[src/design/hps_pkg.sv]
// Constants shared by the hub port status reply logic
package hps_pkg;

	// Hub shape
	localparam int NPORT = 4;
	localparam int CHG_W = 5;

	// Request decode
	localparam logic [7:0] REQ_TYPE_PORT = 8'hA3;
	localparam logic [7:0] REQ_GET_STATUS = 8'h00;
	localparam logic [15:0] REQ_VALUE = 16'h0000;
	localparam logic [15:0] REQ_LENGTH = 16'h0004;
	localparam logic [15:0] PORT_FIRST = 16'h0001;
	localparam logic [15:0] PORT_LAST = 16'h0004;

	// Reply framing
	localparam logic [1:0] BYTE_FIRST = 2'h0;
	localparam logic [1:0] BYTE_LAST = 2'h3;

	// Status word bit positions
	localparam int BIT_CONN = 0;
	localparam int BIT_ENABLE = 1;
	localparam int BIT_SUSPEND = 2;
	localparam int BIT_OVERCUR = 3;
	localparam int BIT_RESET = 4;
	localparam int BIT_POWER = 8;
	localparam int BIT_LOWSPD = 9;
	localparam int BIT_HIGHSPD = 10;
	localparam int BIT_TEST = 11;
	localparam int BIT_INDIC = 12;

	// Values after reset
	localparam logic [15:0] WORD_RESET = 16'h0000;
	localparam logic [7:0] BYTE_RESET = 8'h00;
	localparam logic [31:0] REPLY_RESET = 32'h0000_0000;
	localparam logic [NPORT-1:0] PORTS_RESET = 4'h0;

	typedef enum {
		HPS_IDLE,
		HPS_SEND
	} hps_state_t;

endpackage : hps_pkg

[src/design/hps_port_status_reply.sv]
// Port status request decode and four-byte reply for a hub
//
// Operation
// - Request is type A3h GET_STATUS, value zero, index port, length four.
// - Reply sends the status word first, then the change word.
// - Each change bit sits at the position of the status bit it tracks.
// - Stall on nonzero value, length not four, or a missing port.
// - Bit 0 is one while a device is present on the port.
// - Bit 1 shows enable; set when a port reset ends, cleared by software or faults.
// - Bit 2 shows suspend or resume; suspended ports get no traffic.
// - Bit 3 is one while the port draws over-current.
// - Bit 4 is one from reset request until reset signaling ends.
// - Bits 5 to 7 and 13 to 15 always read zero.
// - Bit 8 is zero only in the powered-off state.
// - Bit 9 is one for a low-speed device, meaningful when attached.
// - Bit 10 is one for high-speed, zero for full-speed, when attached.
// - Bit 11 shows test mode, changed only by feature requests.
// - Bit 12 is one while software controls the port indicator.
// - Enable is set only when a requested port reset finishes.
`timescale 1ns/10ps
module hps_port_status_reply (
	input wire logic clk,
	input wire logic reset,
	input wire logic setupValid,
	input wire logic [7:0] setupType,
	input wire logic [7:0] setupRequest,
	input wire logic [15:0] setupValue,
	input wire logic [15:0] setupIndex,
	input wire logic [15:0] setupLength,
	input wire logic inReq,
	input wire logic [hps_pkg::NPORT-1:0] portConnectPin,
	input wire logic [hps_pkg::NPORT-1:0] portOverCurrentPin,
	input wire logic [hps_pkg::NPORT-1:0] portLowSpeedPin,
	input wire logic [hps_pkg::NPORT-1:0] portHighSpeedPin,
	input wire logic [hps_pkg::NPORT*hps_pkg::CHG_W-1:0] changeBits,
	input wire logic [hps_pkg::NPORT-1:0] evSetPower,
	input wire logic [hps_pkg::NPORT-1:0] evClrPower,
	input wire logic [hps_pkg::NPORT-1:0] evSetReset,
	input wire logic [hps_pkg::NPORT-1:0] evResetDone,
	input wire logic [hps_pkg::NPORT-1:0] evClrEnable,
	input wire logic [hps_pkg::NPORT-1:0] evPortError,
	input wire logic [hps_pkg::NPORT-1:0] evSetSuspend,
	input wire logic [hps_pkg::NPORT-1:0] evResume,
	input wire logic [hps_pkg::NPORT-1:0] evSetTest,
	input wire logic [hps_pkg::NPORT-1:0] evClrTest,
	input wire logic [hps_pkg::NPORT-1:0] evSetIndicator,
	input wire logic [hps_pkg::NPORT-1:0] evClrIndicator,
	output logic reqAccept,
	output logic reqStall,
	output logic [7:0] replyByte,
	output logic replyValid,
	output logic replyLast,
	output logic [hps_pkg::NPORT-1:0] portForward
);

	typedef struct packed {
		hps_pkg::hps_state_t state;
		logic [1:0] byteIdx;
		logic [31:0] reply;
		logic accept;
		logic stall;
		logic [7:0] dataByte;
		logic dataValid;
		logic dataLast;
		logic [hps_pkg::NPORT-1:0] conn1;
		logic [hps_pkg::NPORT-1:0] conn2;
		logic [hps_pkg::NPORT-1:0] oc1;
		logic [hps_pkg::NPORT-1:0] oc2;
		logic [hps_pkg::NPORT-1:0] ls1;
		logic [hps_pkg::NPORT-1:0] ls2;
		logic [hps_pkg::NPORT-1:0] hs1;
		logic [hps_pkg::NPORT-1:0] hs2;
	} hps_main_t;

	localparam hps_main_t MAIN_RESET = '{
		state: hps_pkg::HPS_IDLE,
		byteIdx: hps_pkg::BYTE_FIRST,
		reply: hps_pkg::REPLY_RESET,
		accept: 1'b0,
		stall: 1'b0,
		dataByte: hps_pkg::BYTE_RESET,
		dataValid: 1'b0,
		dataLast: 1'b0,
		conn1: hps_pkg::PORTS_RESET,
		conn2: hps_pkg::PORTS_RESET,
		oc1: hps_pkg::PORTS_RESET,
		oc2: hps_pkg::PORTS_RESET,
		ls1: hps_pkg::PORTS_RESET,
		ls2: hps_pkg::PORTS_RESET,
		hs1: hps_pkg::PORTS_RESET,
		hs2: hps_pkg::PORTS_RESET
	};

	hps_main_t st_r;
	hps_main_t st_nxt;

	logic [hps_pkg::NPORT-1:0] pwr;
	logic [hps_pkg::NPORT-1:0] ena;
	logic [hps_pkg::NPORT-1:0] sus;
	logic [hps_pkg::NPORT-1:0] rst;
	logic [hps_pkg::NPORT-1:0] tst;
	logic [hps_pkg::NPORT-1:0] ind;
	logic [15:0] stsWord [hps_pkg::NPORT];
	logic [15:0] chgWord [hps_pkg::NPORT];
	logic [15:0] selSts;
	logic [15:0] selChg;
	logic isPortReq;
	logic badReq;

	////////////////////////////////////////////////////////////////////////
	// Per-port flag trackers, fed by synchronised pin levels

	hps_port_tracker hps_port_tracker_inst_0 (
		.clk(clk),
		.reset(reset),
		.connected(st_r.conn2[0]),
		.overCurrent(st_r.oc2[0]),
		.evSetPower(evSetPower[0]),
		.evClrPower(evClrPower[0]),
		.evSetReset(evSetReset[0]),
		.evResetDone(evResetDone[0]),
		.evClrEnable(evClrEnable[0]),
		.evPortError(evPortError[0]),
		.evSetSuspend(evSetSuspend[0]),
		.evResume(evResume[0]),
		.evSetTest(evSetTest[0]),
		.evClrTest(evClrTest[0]),
		.evSetIndicator(evSetIndicator[0]),
		.evClrIndicator(evClrIndicator[0]),
		.power(pwr[0]),
		.enable(ena[0]),
		.suspend(sus[0]),
		.resetting(rst[0]),
		.testMode(tst[0]),
		.indicator(ind[0]),
		.forward(portForward[0])
	);
	hps_port_tracker hps_port_tracker_inst_1 (
		.clk(clk),
		.reset(reset),
		.connected(st_r.conn2[1]),
		.overCurrent(st_r.oc2[1]),
		.evSetPower(evSetPower[1]),
		.evClrPower(evClrPower[1]),
		.evSetReset(evSetReset[1]),
		.evResetDone(evResetDone[1]),
		.evClrEnable(evClrEnable[1]),
		.evPortError(evPortError[1]),
		.evSetSuspend(evSetSuspend[1]),
		.evResume(evResume[1]),
		.evSetTest(evSetTest[1]),
		.evClrTest(evClrTest[1]),
		.evSetIndicator(evSetIndicator[1]),
		.evClrIndicator(evClrIndicator[1]),
		.power(pwr[1]),
		.enable(ena[1]),
		.suspend(sus[1]),
		.resetting(rst[1]),
		.testMode(tst[1]),
		.indicator(ind[1]),
		.forward(portForward[1])
	);
	hps_port_tracker hps_port_tracker_inst_2 (
		.clk(clk),
		.reset(reset),
		.connected(st_r.conn2[2]),
		.overCurrent(st_r.oc2[2]),
		.evSetPower(evSetPower[2]),
		.evClrPower(evClrPower[2]),
		.evSetReset(evSetReset[2]),
		.evResetDone(evResetDone[2]),
		.evClrEnable(evClrEnable[2]),
		.evPortError(evPortError[2]),
		.evSetSuspend(evSetSuspend[2]),
		.evResume(evResume[2]),
		.evSetTest(evSetTest[2]),
		.evClrTest(evClrTest[2]),
		.evSetIndicator(evSetIndicator[2]),
		.evClrIndicator(evClrIndicator[2]),
		.power(pwr[2]),
		.enable(ena[2]),
		.suspend(sus[2]),
		.resetting(rst[2]),
		.testMode(tst[2]),
		.indicator(ind[2]),
		.forward(portForward[2])
	);
	hps_port_tracker hps_port_tracker_inst_3 (
		.clk(clk),
		.reset(reset),
		.connected(st_r.conn2[3]),
		.overCurrent(st_r.oc2[3]),
		.evSetPower(evSetPower[3]),
		.evClrPower(evClrPower[3]),
		.evSetReset(evSetReset[3]),
		.evResetDone(evResetDone[3]),
		.evClrEnable(evClrEnable[3]),
		.evPortError(evPortError[3]),
		.evSetSuspend(evSetSuspend[3]),
		.evResume(evResume[3]),
		.evSetTest(evSetTest[3]),
		.evClrTest(evClrTest[3]),
		.evSetIndicator(evSetIndicator[3]),
		.evClrIndicator(evClrIndicator[3]),
		.power(pwr[3]),
		.enable(ena[3]),
		.suspend(sus[3]),
		.resetting(rst[3]),
		.testMode(tst[3]),
		.indicator(ind[3]),
		.forward(portForward[3])
	);

	////////////////////////////////////////////////////////////////////////
	// Status and change words per port

	always_comb begin
		for (int p = 0; p < hps_pkg::NPORT; p++) begin
			stsWord[p] = hps_pkg::WORD_RESET;
			stsWord[p][hps_pkg::BIT_CONN] = st_r.conn2[p];
			stsWord[p][hps_pkg::BIT_ENABLE] = ena[p];
			stsWord[p][hps_pkg::BIT_SUSPEND] = sus[p];
			stsWord[p][hps_pkg::BIT_OVERCUR] = st_r.oc2[p];
			stsWord[p][hps_pkg::BIT_RESET] = rst[p];
			stsWord[p][hps_pkg::BIT_POWER] = pwr[p];
			// Speed reads zero when nothing is attached
			stsWord[p][hps_pkg::BIT_LOWSPD] =
				st_r.ls2[p] && st_r.conn2[p];
			stsWord[p][hps_pkg::BIT_HIGHSPD] =
				st_r.hs2[p] && !st_r.ls2[p] && st_r.conn2[p];
			stsWord[p][hps_pkg::BIT_TEST] = tst[p];
			stsWord[p][hps_pkg::BIT_INDIC] = ind[p];
			// Change bits land on their status positions
			chgWord[p] = hps_pkg::WORD_RESET;
			chgWord[p][hps_pkg::CHG_W-1:0] =
				changeBits[p*hps_pkg::CHG_W +: hps_pkg::CHG_W];
		end
	end

	////////////////////////////////////////////////////////////////////////
	// Request decode; unknown port numbers select nothing

	always_comb begin
		selSts = hps_pkg::WORD_RESET;
		selChg = hps_pkg::WORD_RESET;
		for (int p = 0; p < hps_pkg::NPORT; p++) begin
			if (setupIndex == 16'(p + 1)) begin
				selSts = stsWord[p];
				selChg = chgWord[p];
			end
		end
		isPortReq = setupType == hps_pkg::REQ_TYPE_PORT
			&& setupRequest == hps_pkg::REQ_GET_STATUS;
		badReq = setupValue != hps_pkg::REQ_VALUE
			|| setupLength != hps_pkg::REQ_LENGTH
			|| setupIndex < hps_pkg::PORT_FIRST
			|| setupIndex > hps_pkg::PORT_LAST;
	end

	////////////////////////////////////////////////////////////////////////
	// Reply sequencer

	always_comb begin
		st_nxt = st_r;
		st_nxt.accept = 1'b0;
		st_nxt.stall = 1'b0;
		st_nxt.dataValid = 1'b0;
		st_nxt.dataLast = 1'b0;
		// Pin levels cross in through two flops
		st_nxt.conn1 = portConnectPin;
		st_nxt.conn2 = st_r.conn1;
		st_nxt.oc1 = portOverCurrentPin;
		st_nxt.oc2 = st_r.oc1;
		st_nxt.ls1 = portLowSpeedPin;
		st_nxt.ls2 = st_r.ls1;
		st_nxt.hs1 = portHighSpeedPin;
		st_nxt.hs2 = st_r.hs1;
		// A new setup always supersedes an unfinished reply
		if (setupValid && isPortReq) begin
			st_nxt.byteIdx = hps_pkg::BYTE_FIRST;
			if (badReq) begin
				st_nxt.stall = 1'b1;
				st_nxt.state = hps_pkg::HPS_IDLE;
			end else begin
				st_nxt.accept = 1'b1;
				// Snapshot keeps both words coherent
				st_nxt.reply = {selChg, selSts};
				st_nxt.state = hps_pkg::HPS_SEND;
			end
		end else if (setupValid) begin
			st_nxt.state = hps_pkg::HPS_IDLE;
		end else begin
			case (st_r.state)
				hps_pkg::HPS_IDLE: begin
					st_nxt.byteIdx = hps_pkg::BYTE_FIRST;
				end
				hps_pkg::HPS_SEND: begin
					if (inReq) begin
						// Low byte of each word first
						st_nxt.dataByte =
							st_r.reply[8*st_r.byteIdx +: 8];
						st_nxt.dataValid = 1'b1;
						st_nxt.byteIdx = st_r.byteIdx + 2'h1;
						if (st_r.byteIdx == hps_pkg::BYTE_LAST) begin
							st_nxt.dataLast = 1'b1;
							st_nxt.state = hps_pkg::HPS_IDLE;
						end
					end
				end
				default: begin
					st_nxt.state = hps_pkg::HPS_IDLE;
				end
			endcase
		end
	end

	always_ff @(posedge clk) begin
		if (reset)
			st_r <= MAIN_RESET;
		else
			st_r <= st_nxt;
	end

	assign reqAccept = st_r.accept;
	assign reqStall = st_r.stall;
	assign replyByte = st_r.dataByte;
	assign replyValid = st_r.dataValid;
	assign replyLast = st_r.dataLast;

endmodule : hps_port_status_reply

[src/design/hps_port_tracker.sv]
// Per-port status flags driven by the hub's port request events
`timescale 1ns/10ps
module hps_port_tracker (
	input wire logic clk,
	input wire logic reset,
	input wire logic connected,
	input wire logic overCurrent,
	input wire logic evSetPower,
	input wire logic evClrPower,
	input wire logic evSetReset,
	input wire logic evResetDone,
	input wire logic evClrEnable,
	input wire logic evPortError,
	input wire logic evSetSuspend,
	input wire logic evResume,
	input wire logic evSetTest,
	input wire logic evClrTest,
	input wire logic evSetIndicator,
	input wire logic evClrIndicator,
	output logic power,
	output logic enable,
	output logic suspend,
	output logic resetting,
	output logic testMode,
	output logic indicator,
	output logic forward
);

	typedef struct packed {
		logic power;
		logic enable;
		logic suspend;
		logic resetting;
		logic testMode;
		logic indicator;
		logic forward;
	} hps_trk_t;

	hps_trk_t st_r;
	hps_trk_t st_nxt;

	////////////////////////////////////////////////////////////////////////
	always_comb begin
		st_nxt = st_r;
		if (evSetPower)
			st_nxt.power = 1'b1;
		if (evClrPower || overCurrent)
			st_nxt.power = 1'b0;
		// Reset only from a powered, attached, non-test port
		if (evSetReset && st_r.power && connected && !st_r.testMode) begin
			st_nxt.resetting = 1'b1;
			st_nxt.enable = 1'b0;
		end
		// Enable rises only when reset signaling ends
		if (evResetDone && st_r.resetting) begin
			st_nxt.resetting = 1'b0;
			st_nxt.enable = 1'b1;
		end
		if (evClrEnable || evPortError || !connected)
			st_nxt.enable = 1'b0;
		if (evSetSuspend && st_r.enable)
			st_nxt.suspend = 1'b1;
		if (evResume || !st_nxt.enable)
			st_nxt.suspend = 1'b0;
		// Test entry refused on an enabled, running port
		if (evSetTest && (!st_r.enable || st_r.suspend))
			st_nxt.testMode = 1'b1;
		if (evClrTest)
			st_nxt.testMode = 1'b0;
		if (evSetIndicator)
			st_nxt.indicator = 1'b1;
		if (evClrIndicator)
			st_nxt.indicator = 1'b0;
		if (!st_nxt.power) begin
			st_nxt.enable = 1'b0;
			st_nxt.suspend = 1'b0;
			st_nxt.resetting = 1'b0;
		end
		// Suspended ports get no downstream traffic
		st_nxt.forward = st_nxt.enable && !st_nxt.suspend
			&& !st_nxt.resetting;
	end

	always_ff @(posedge clk) begin
		if (reset)
			st_r <= '0;
		else
			st_r <= st_nxt;
	end

	assign power = st_r.power;
	assign enable = st_r.enable;
	assign suspend = st_r.suspend;
	assign resetting = st_r.resetting;
	assign testMode = st_r.testMode;
	assign indicator = st_r.indicator;
	assign forward = st_r.forward;

endmodule : hps_port_tracker

[config.mk]
export PLATFORM = sky130hd
export DESIGN_NAME = hps_port_status_reply
export DESIGN_NICKNAME = d
export VERILOG_FILES = /design/src/design/hps_pkg.sv /design/src/design/hps_port_status_reply.sv /design/src/design/hps_port_tracker.sv
export SDC_FILE = /design/constraint.sdc
export NUM_CORES = 1
export LEC_CHECK = 0
export BUFFER_PORTS_ARGS = -buffer_cell sky130_fd_sc_hd__buf_4
export CORE_ASPECT_RATIO = 1.1
export CORE_MARGIN = 10
export CORE_UTILIZATION = 32
export CTS_CLUSTER_DIAMETER = 60
export DETAILED_ROUTE_END_ITERATION = 7
export PLACE_DENSITY_LB_ADDON = 0.08
export SLEW_MARGIN = 15
export SYNTH_ARGS = -nofsm -noshare
export SYNTH_HDL_FRONTEND = slang
export SYNTH_SLANG_ARGS = --single-unit
[constraint.sdc]
create_clock -name clk -period 6.1 [get_ports clk]
set_input_delay 1.22 -clock clk [delete_from_list [all_inputs] [get_ports clk]]
set_output_delay 1.22 -clock clk [all_outputs]
set_load 0.05 [all_outputs]
==> run_results.csv, run 1 <==
group,metric,value,unit
grt,antenna_found_initial,0,
logic_synthesis,syn_inst,434,
worst_setup_path,reg2reg_from,"st_r[76]",
sta,maxSlewHeadroom,0.273,
layout,layout.nets,729,
sta,slew_violations,0,
sta,hold_viol_final,0,
min_path,worst_hold_path.endpoint,"st_r[18]",
die,die_height,135,um
drt,via_count,3587,
sta,tns,0,ns
min_path,min_from,"st_nxt[18]",
layout,largest_reg_flops,34,
worst_setup_path,rrSetupSlack,4.63,ns
clock_network,ctsLongestPathBuffers,2,
pwr,p_comb_frac,0.093,
logic_synthesis,ys_types,50,
sta,setup_viol,0,
logic_synthesis,synthTopCellsByArea,"dfxtp_1, nor2b_1, nor2_1",
die,core,11600,um^2
layout,syn2layout_area_growth,41.4,%
sta,tightestPinTransition,1.09,ns
clock_network,cts-hold-fix-buffers,0,
drt,avgRoutedWirePerCell,16.6,um
clock_network,cts_tree,"built",
placement,dp_hpwl,9550,um
placement,gp_congestion,0.778,
layout,fin_cells,731,
grt,grt_pass1_vias,3743,
logic_synthesis,ys.flop_type,"dfxtp_1",
worst_setup_path,worst_setup_path_start_kind,"input pin",
die,die_w,124,um
logic_synthesis,yosys_warnings,0,
layout,fin_util,0.468,
logic_synthesis,synth_area_per_cell,8.84,um^2
pwr,switchingPower,292,uW
drt,postRouteAntennaNets,0,
pwr,p_sw_frac,0.229,
logic_synthesis,ys_ff_latch,87,
sta,hold_ws,0.435,ns
die,die_area,16800,um^2
pwr,powerDensity,235,nW/um^2
logic_synthesis,synth_edf_count,0,
clock_network,cts-root-buf,"clkbuf_16",
pwr,power.share.clock,0.446,
placement,dp_cells,715,
drt,drtPass1Iterations,5,
clock_network,cts-buffers-inserted,9,
placement,portBuffers,164,
drt,drt-total-wl,12100,um
sta,fin_crit,3.40,ns
clock_network,htree_levels,3,
min_path,whs_path_depth,1,
die,initial_utilization,0.331,
drt,drc_errors,0,
clock_network,clk_pin_slew,0.07,ns
grt,grt_max_degree,69,
worst_setup_path,rr_endpoint,"st_r[77]",
die,io_pins,168,
drt,drt_iter0_markers,159,
clock_network,cts_sinks,87,
min_path,min_path_type,"register to register",
logic_synthesis,seq_area_frac_synth,0.454,
logic_synthesis,synth-async-reset-ratio,0,
layout,antennaDiodeCount,0,
clock_network,cts_resized,0,
worst_setup_path,cp_max_fo,25,
grt,globalRoute.totalOverflow,0,
pwr,p_int,985,uW
sta,max_clock_freq,0.294,GHz
clock_network,post_cts_buffers,0,
pwr,ir_worst_vdd,0.148,mV
logic_synthesis,synthesis.area,3840,um^2
worst_setup_path,endpoint_kind,"register",
die,rows,41,
layout,drive_above_1_share,0.337,
worst_setup_path,crit_required,6.36,ns
logic_synthesis,synth.top_cell.area_share,0.454,
worst_setup_path,cp_data_arrival_time,3.67,ns
status,status,"finished, final reports clean",
sta,grt_setup_unrepaired,"false",
drt,via_per_inst,4.91,
job,drv_cap,0,
pwr,sequentialPowerShare,0.461,
grt,grt_pass1_wl,18900,um
pwr,leakage,2.38,nW
worst_setup_path,critPathKind,"input pin to register",
worst_setup_path,reg2reg_depth,5,
logic_synthesis,synth_top_area_cell,"dfxtp_1",
sta,fin_crit_sh,0.558,
clock_network,insertion_delay,0.34,ns
logic_synthesis,synth.top_cells.by_count,"dfxtp_1, nor2_1, nor2b_1",
logic_synthesis,synth_most_common_cell,"dfxtp_1",
grt,grt_use_total,0.137,
layout,largest_register,"st_r",
sta,skew,0.00641,ns
==> critical path, stage by stage <==
cell	delay, ns
buf_4	0.15
nor4_1	0.56
nand4_1	0.97
o22ai_1	0.49
nand3_1	0.11
a21oi_1	0.16
==> worst max-delay path by stage <==
stage	startpoint	endpoint	slack, ns	depth (start not counted)
2_1_floorplan	setupValue[4]	st_r[46]	2.96	7
3_3_place_gp	setupIndex[15]	st_r[63]	2.38	6
4_1_cts	setupIndex[0]	st_r[44]	2.68	6
3_5_place_dp	setupIndex[0]	st_r[44]	2.36	6
6_report	setupIndex[0]	st_r[44]	2.70	6
5_1_grt	setupIndex[0]	st_r[44]	2.38	6
==> metal layers <==
metal	wire length (um)	global-route usage	vias up
li1	-	-	1848
met1	5240	0.160	1645
met2	6170	0.239	86
met3	623	0.0384	8
met4	97	0.0382	0
met5	0	0	-
==> layout by cell type (no fill, tap or decap), types with 2 or more instances in the layout <==
| cell | n |
|---|---|
| a22oi_1 | 12 |
| o211ai_1 | 3 |
| buf_4 | 165 |
| a31o_2 | 4 |
| nor2b_1 | 35 |
| o21a_1 | 2 |
| and3_1 | 3 |
| dfxtp_1 | 87 |
| inv_8 | 2 |
| nor2_1 | 50 |
| nand2b_1 | 4 |
| clkbuf_16 | 9 |
| inv_6 | 3 |
| nor4_1 | 19 |
| a22o_1 | 4 |
| a211oi_1 | 4 |
| conb_1 | 3 |
| nor3_1 | 22 |
| mux2i_1 | 6 |
| a21oi_1 | 17 |
| nand3_1 | 16 |
| nand4b_1 | 6 |
| nand2_1 | 16 |
| mux2_2 | 6 |
| inv_1 | 11 |
| or4_1 | 7 |
| o221ai_1 | 2 |
| a31o_1 | 7 |
| nand4_1 | 7 |
| o211a_1 | 11 |
| nor4b_1 | 4 |
| and2_1 | 5 |
| o21ai_0 | 8 |
==> final cells by class <==
class,instances,area [um^2]
clock buffers,9,225
inverters,12,45.0
fillers,1146,6160
clock inverters,7,87.6
repair buffers,165,1240
flip-flops and latches,87,1740
multi-input cells,301,1900
well taps,150,188
==> power by group through the flow <==
| stage | Combinational (mW) | Sequential [mW] | Clock [mW] |
|---|---|---|---|
| 6_report | 0.119 | 0.589 | 0.569 |
| 5_1_grt | 0.130 | 0.590 | 0.608 |
| 3_5_place_dp | 0.119 | 0.602 | 0 |
| 4_1_cts | 0.119 | 0.589 | 0.585 |
| 2_1_floorplan | 0.0370 | 0.599 | 0 |
| 3_3_place_gp | 0.117 | 0.602 | 0 |
==> through the flow <==
step | setup slack (ns) | instance area (um^2) | power, mW
3_3_place_gp | 2.38 | 5100 | 0.719
2_1_floorplan | 2.96 | 3850 | 0.636
3_5_place_dp | 2.36 | 5100 | 0.721
4_1_cts | 2.68 | 5410 | 1.29
5_1_grt | 2.38 | 5430 | 1.33
6_report | 2.70 | 5430 | 1.28
==> kinds of logic (layout without fill, tap and decap cells) <==
family | count (synthesis) | in the layout | share of synthesized area
simple gates | 205 | 205 | 0.293
compound gates | 80 | 80 | 0.154
buf+inv | 48 | 193 | 0.0619
fa+ha+maj | 1 | 1 | 0.00326
mux | 12 | 12 | 0.0332
other cells | 1 | 3 | 0.000977
flops | 87 | 87 | 0.454
No activity file was read; power rests on OpenSTA's default activity.
==> inputs of run 2 (changes only) <==
Clock period 6.1 ns to 2.8 ns, I/O delays scaled along.
==> run_results.csv, run 2 (same netlist as run 1, synthesis figures left out) <==
group,metric,value,unit
worst_setup_path,worst_setup_path_start_kind,"input pin",
worst_setup_path,crit_slowest_cell,"or4_1",
sta,tns,0,ns
worst_setup_path,critPathKind,"input pin to register",
die,die_w,124,um
drt,drtPass1Iterations,4,
clock_network,cts-hold-fix-buffers,0,
worst_setup_path,worst_path_largest_cell_delay,0.51,ns
min_path,min_path_type,"input pin to register",
drt,via_count,3717,
sta,fin_crit_sh,0.817,
layout,final_common_cell,"buf_4",
sta,fin_crit,2.29,ns
worst_setup_path,endpoint_kind,"register",
status,status,"finished, final reports clean",
layout,drive_above_1_share,0.350,
clock_network,ctsLongestPathBuffers,2,
layout,syn2layout_area_growth,43.5,%
layout,fin_util,0.475,
clock_network,cts_resized,0,
sta,maxSlewHeadroom,0.600,
clock_network,cts_sinks,87,
pwr,leakage,2.41,nW
sta,slew_violations,0,
placement,dp_cells,726,
drt,drt-total-wl,12200,um
worst_setup_path,crit_required,3.03,ns
grt,antenna_found_initial,0,
layout,largest_register,"st_r",
grt,globalRoute.totalOverflow,0,
sta,hold_viol_final,0,
die,die_height,135,um
clock_network,htree_levels,3,
clock_network,insertion_delay,0.33,ns
sta,tightestPinTransition,0.592,ns
drt,drt_iter0_markers,154,
layout,layout.nets,740,
clock_network,clk_pin_slew,0.07,ns
worst_setup_path,cp_max_fo,15,
drt,postRouteAntennaNets,0,
die,core,11600,um^2
grt,grt_pass1_vias,3865,
drt,avgRoutedWirePerCell,16.5,um
grt,grt_pass1_wl,19300,um
die,die_area,16800,um^2
placement,portBuffers,164,
layout,antennaDiodeCount,0,
clock_network,post_cts_buffers,0,
grt,grt_use_total,0.138,
drt,via_per_inst,5.01,
layout,fin_cells,742,
sta,max_clock_freq,0.437,GHz
die,rows,41,
sta,grt_setup_unrepaired,"false",
die,io_pins,168,
sta,skew,0.00545,ns
sta,setup_viol,0,
grt,grt_max_degree,45,
pwr,powerDensity,517,nW/um^2
drt,drc_errors,0,
pwr,ir_worst_vdd,0.260,mV
layout,mostFrequentLayoutCells,"buf_4, dfxtp_1, nor2_1",
placement,gp_congestion,0.791,
placement,dp_hpwl,9730,um
layout,largest_reg_flops,34,
clock_network,cts-root-buf,"clkbuf_16",
worst_setup_path,crit_chain,"buf_4, or4_1, a211o_1, or4_1, buf_4, o211a_1, a31o_2",
clock_network,cts_tree,"built",
clock_network,cts-buffers-inserted,9,
job,drv_cap,0,
die,initial_utilization,0.331,
worst_setup_path,cp_data_arrival_time,2.52,ns
run 2: area by class of cell:
type                    count  area [um^2]
clock buffers               9          225
clock inverters             7          101
fillers                  1173         6090
inverters                  12         45.0
multi-input cells         301         1890
flip-flops and latches     87         1740
well taps                 150          188
repair buffers            176         1320
run 2: where the power goes:
part	total [mW]	switching, mW	internal, mW
sequential	1.28	0.0155	1.27
combinational	0.260	0.0940	0.167
clock	1.30	0.510	0.793
run 2: stage by stage:
stage | setup slack, ns | cell area, um^2 | hold WS, ns | total power, mW
CTS | 0.516 | 5510 | 0.366 | 2.88
floorplan | 0.320 | 3850 | 0.414 | 1.38
detailed placement | 0.164 | 5180 | 0.420 | 1.57
global route | 0.472 | 5510 | 0.363 | 2.95
global placement | 0.181 | 5180 | 0.417 | 1.57
finish | 0.511 | 5510 | 0.373 | 2.85
run 2: path summary, 6_finish.rpt:
check / start / end / slack, ns / depth (start not counted)
worst max register to register: st_r[76] / st_r[77] / 1.33 / 5
worst min register to register: st_nxt[1] / st_r[1] / 0.44 / 1
worst min-delay path: evClrIndicator[0] / hps_port_tracker_inst_0.indicator / 0.37 / 2
worst max-delay path: setupValue[4] / st_r[62] / 0.51 / 7
run 2: metal layers:
metal	global-route usage	routed length, um	up-vias
li1	-	-	1881
met1	0.153	5010	1705
met2	0.246	6220	113
met3	0.0368	704	18
met4	0.0576	294	0
met5	0	0	-
run 2: worst max-delay path: cells and delay by family:
family	cells	cell delay, ns
and+or+nand+nor	2	0.93
AOI/OAI and AO/OA	3	0.71
buffers and inverters	2	0.31
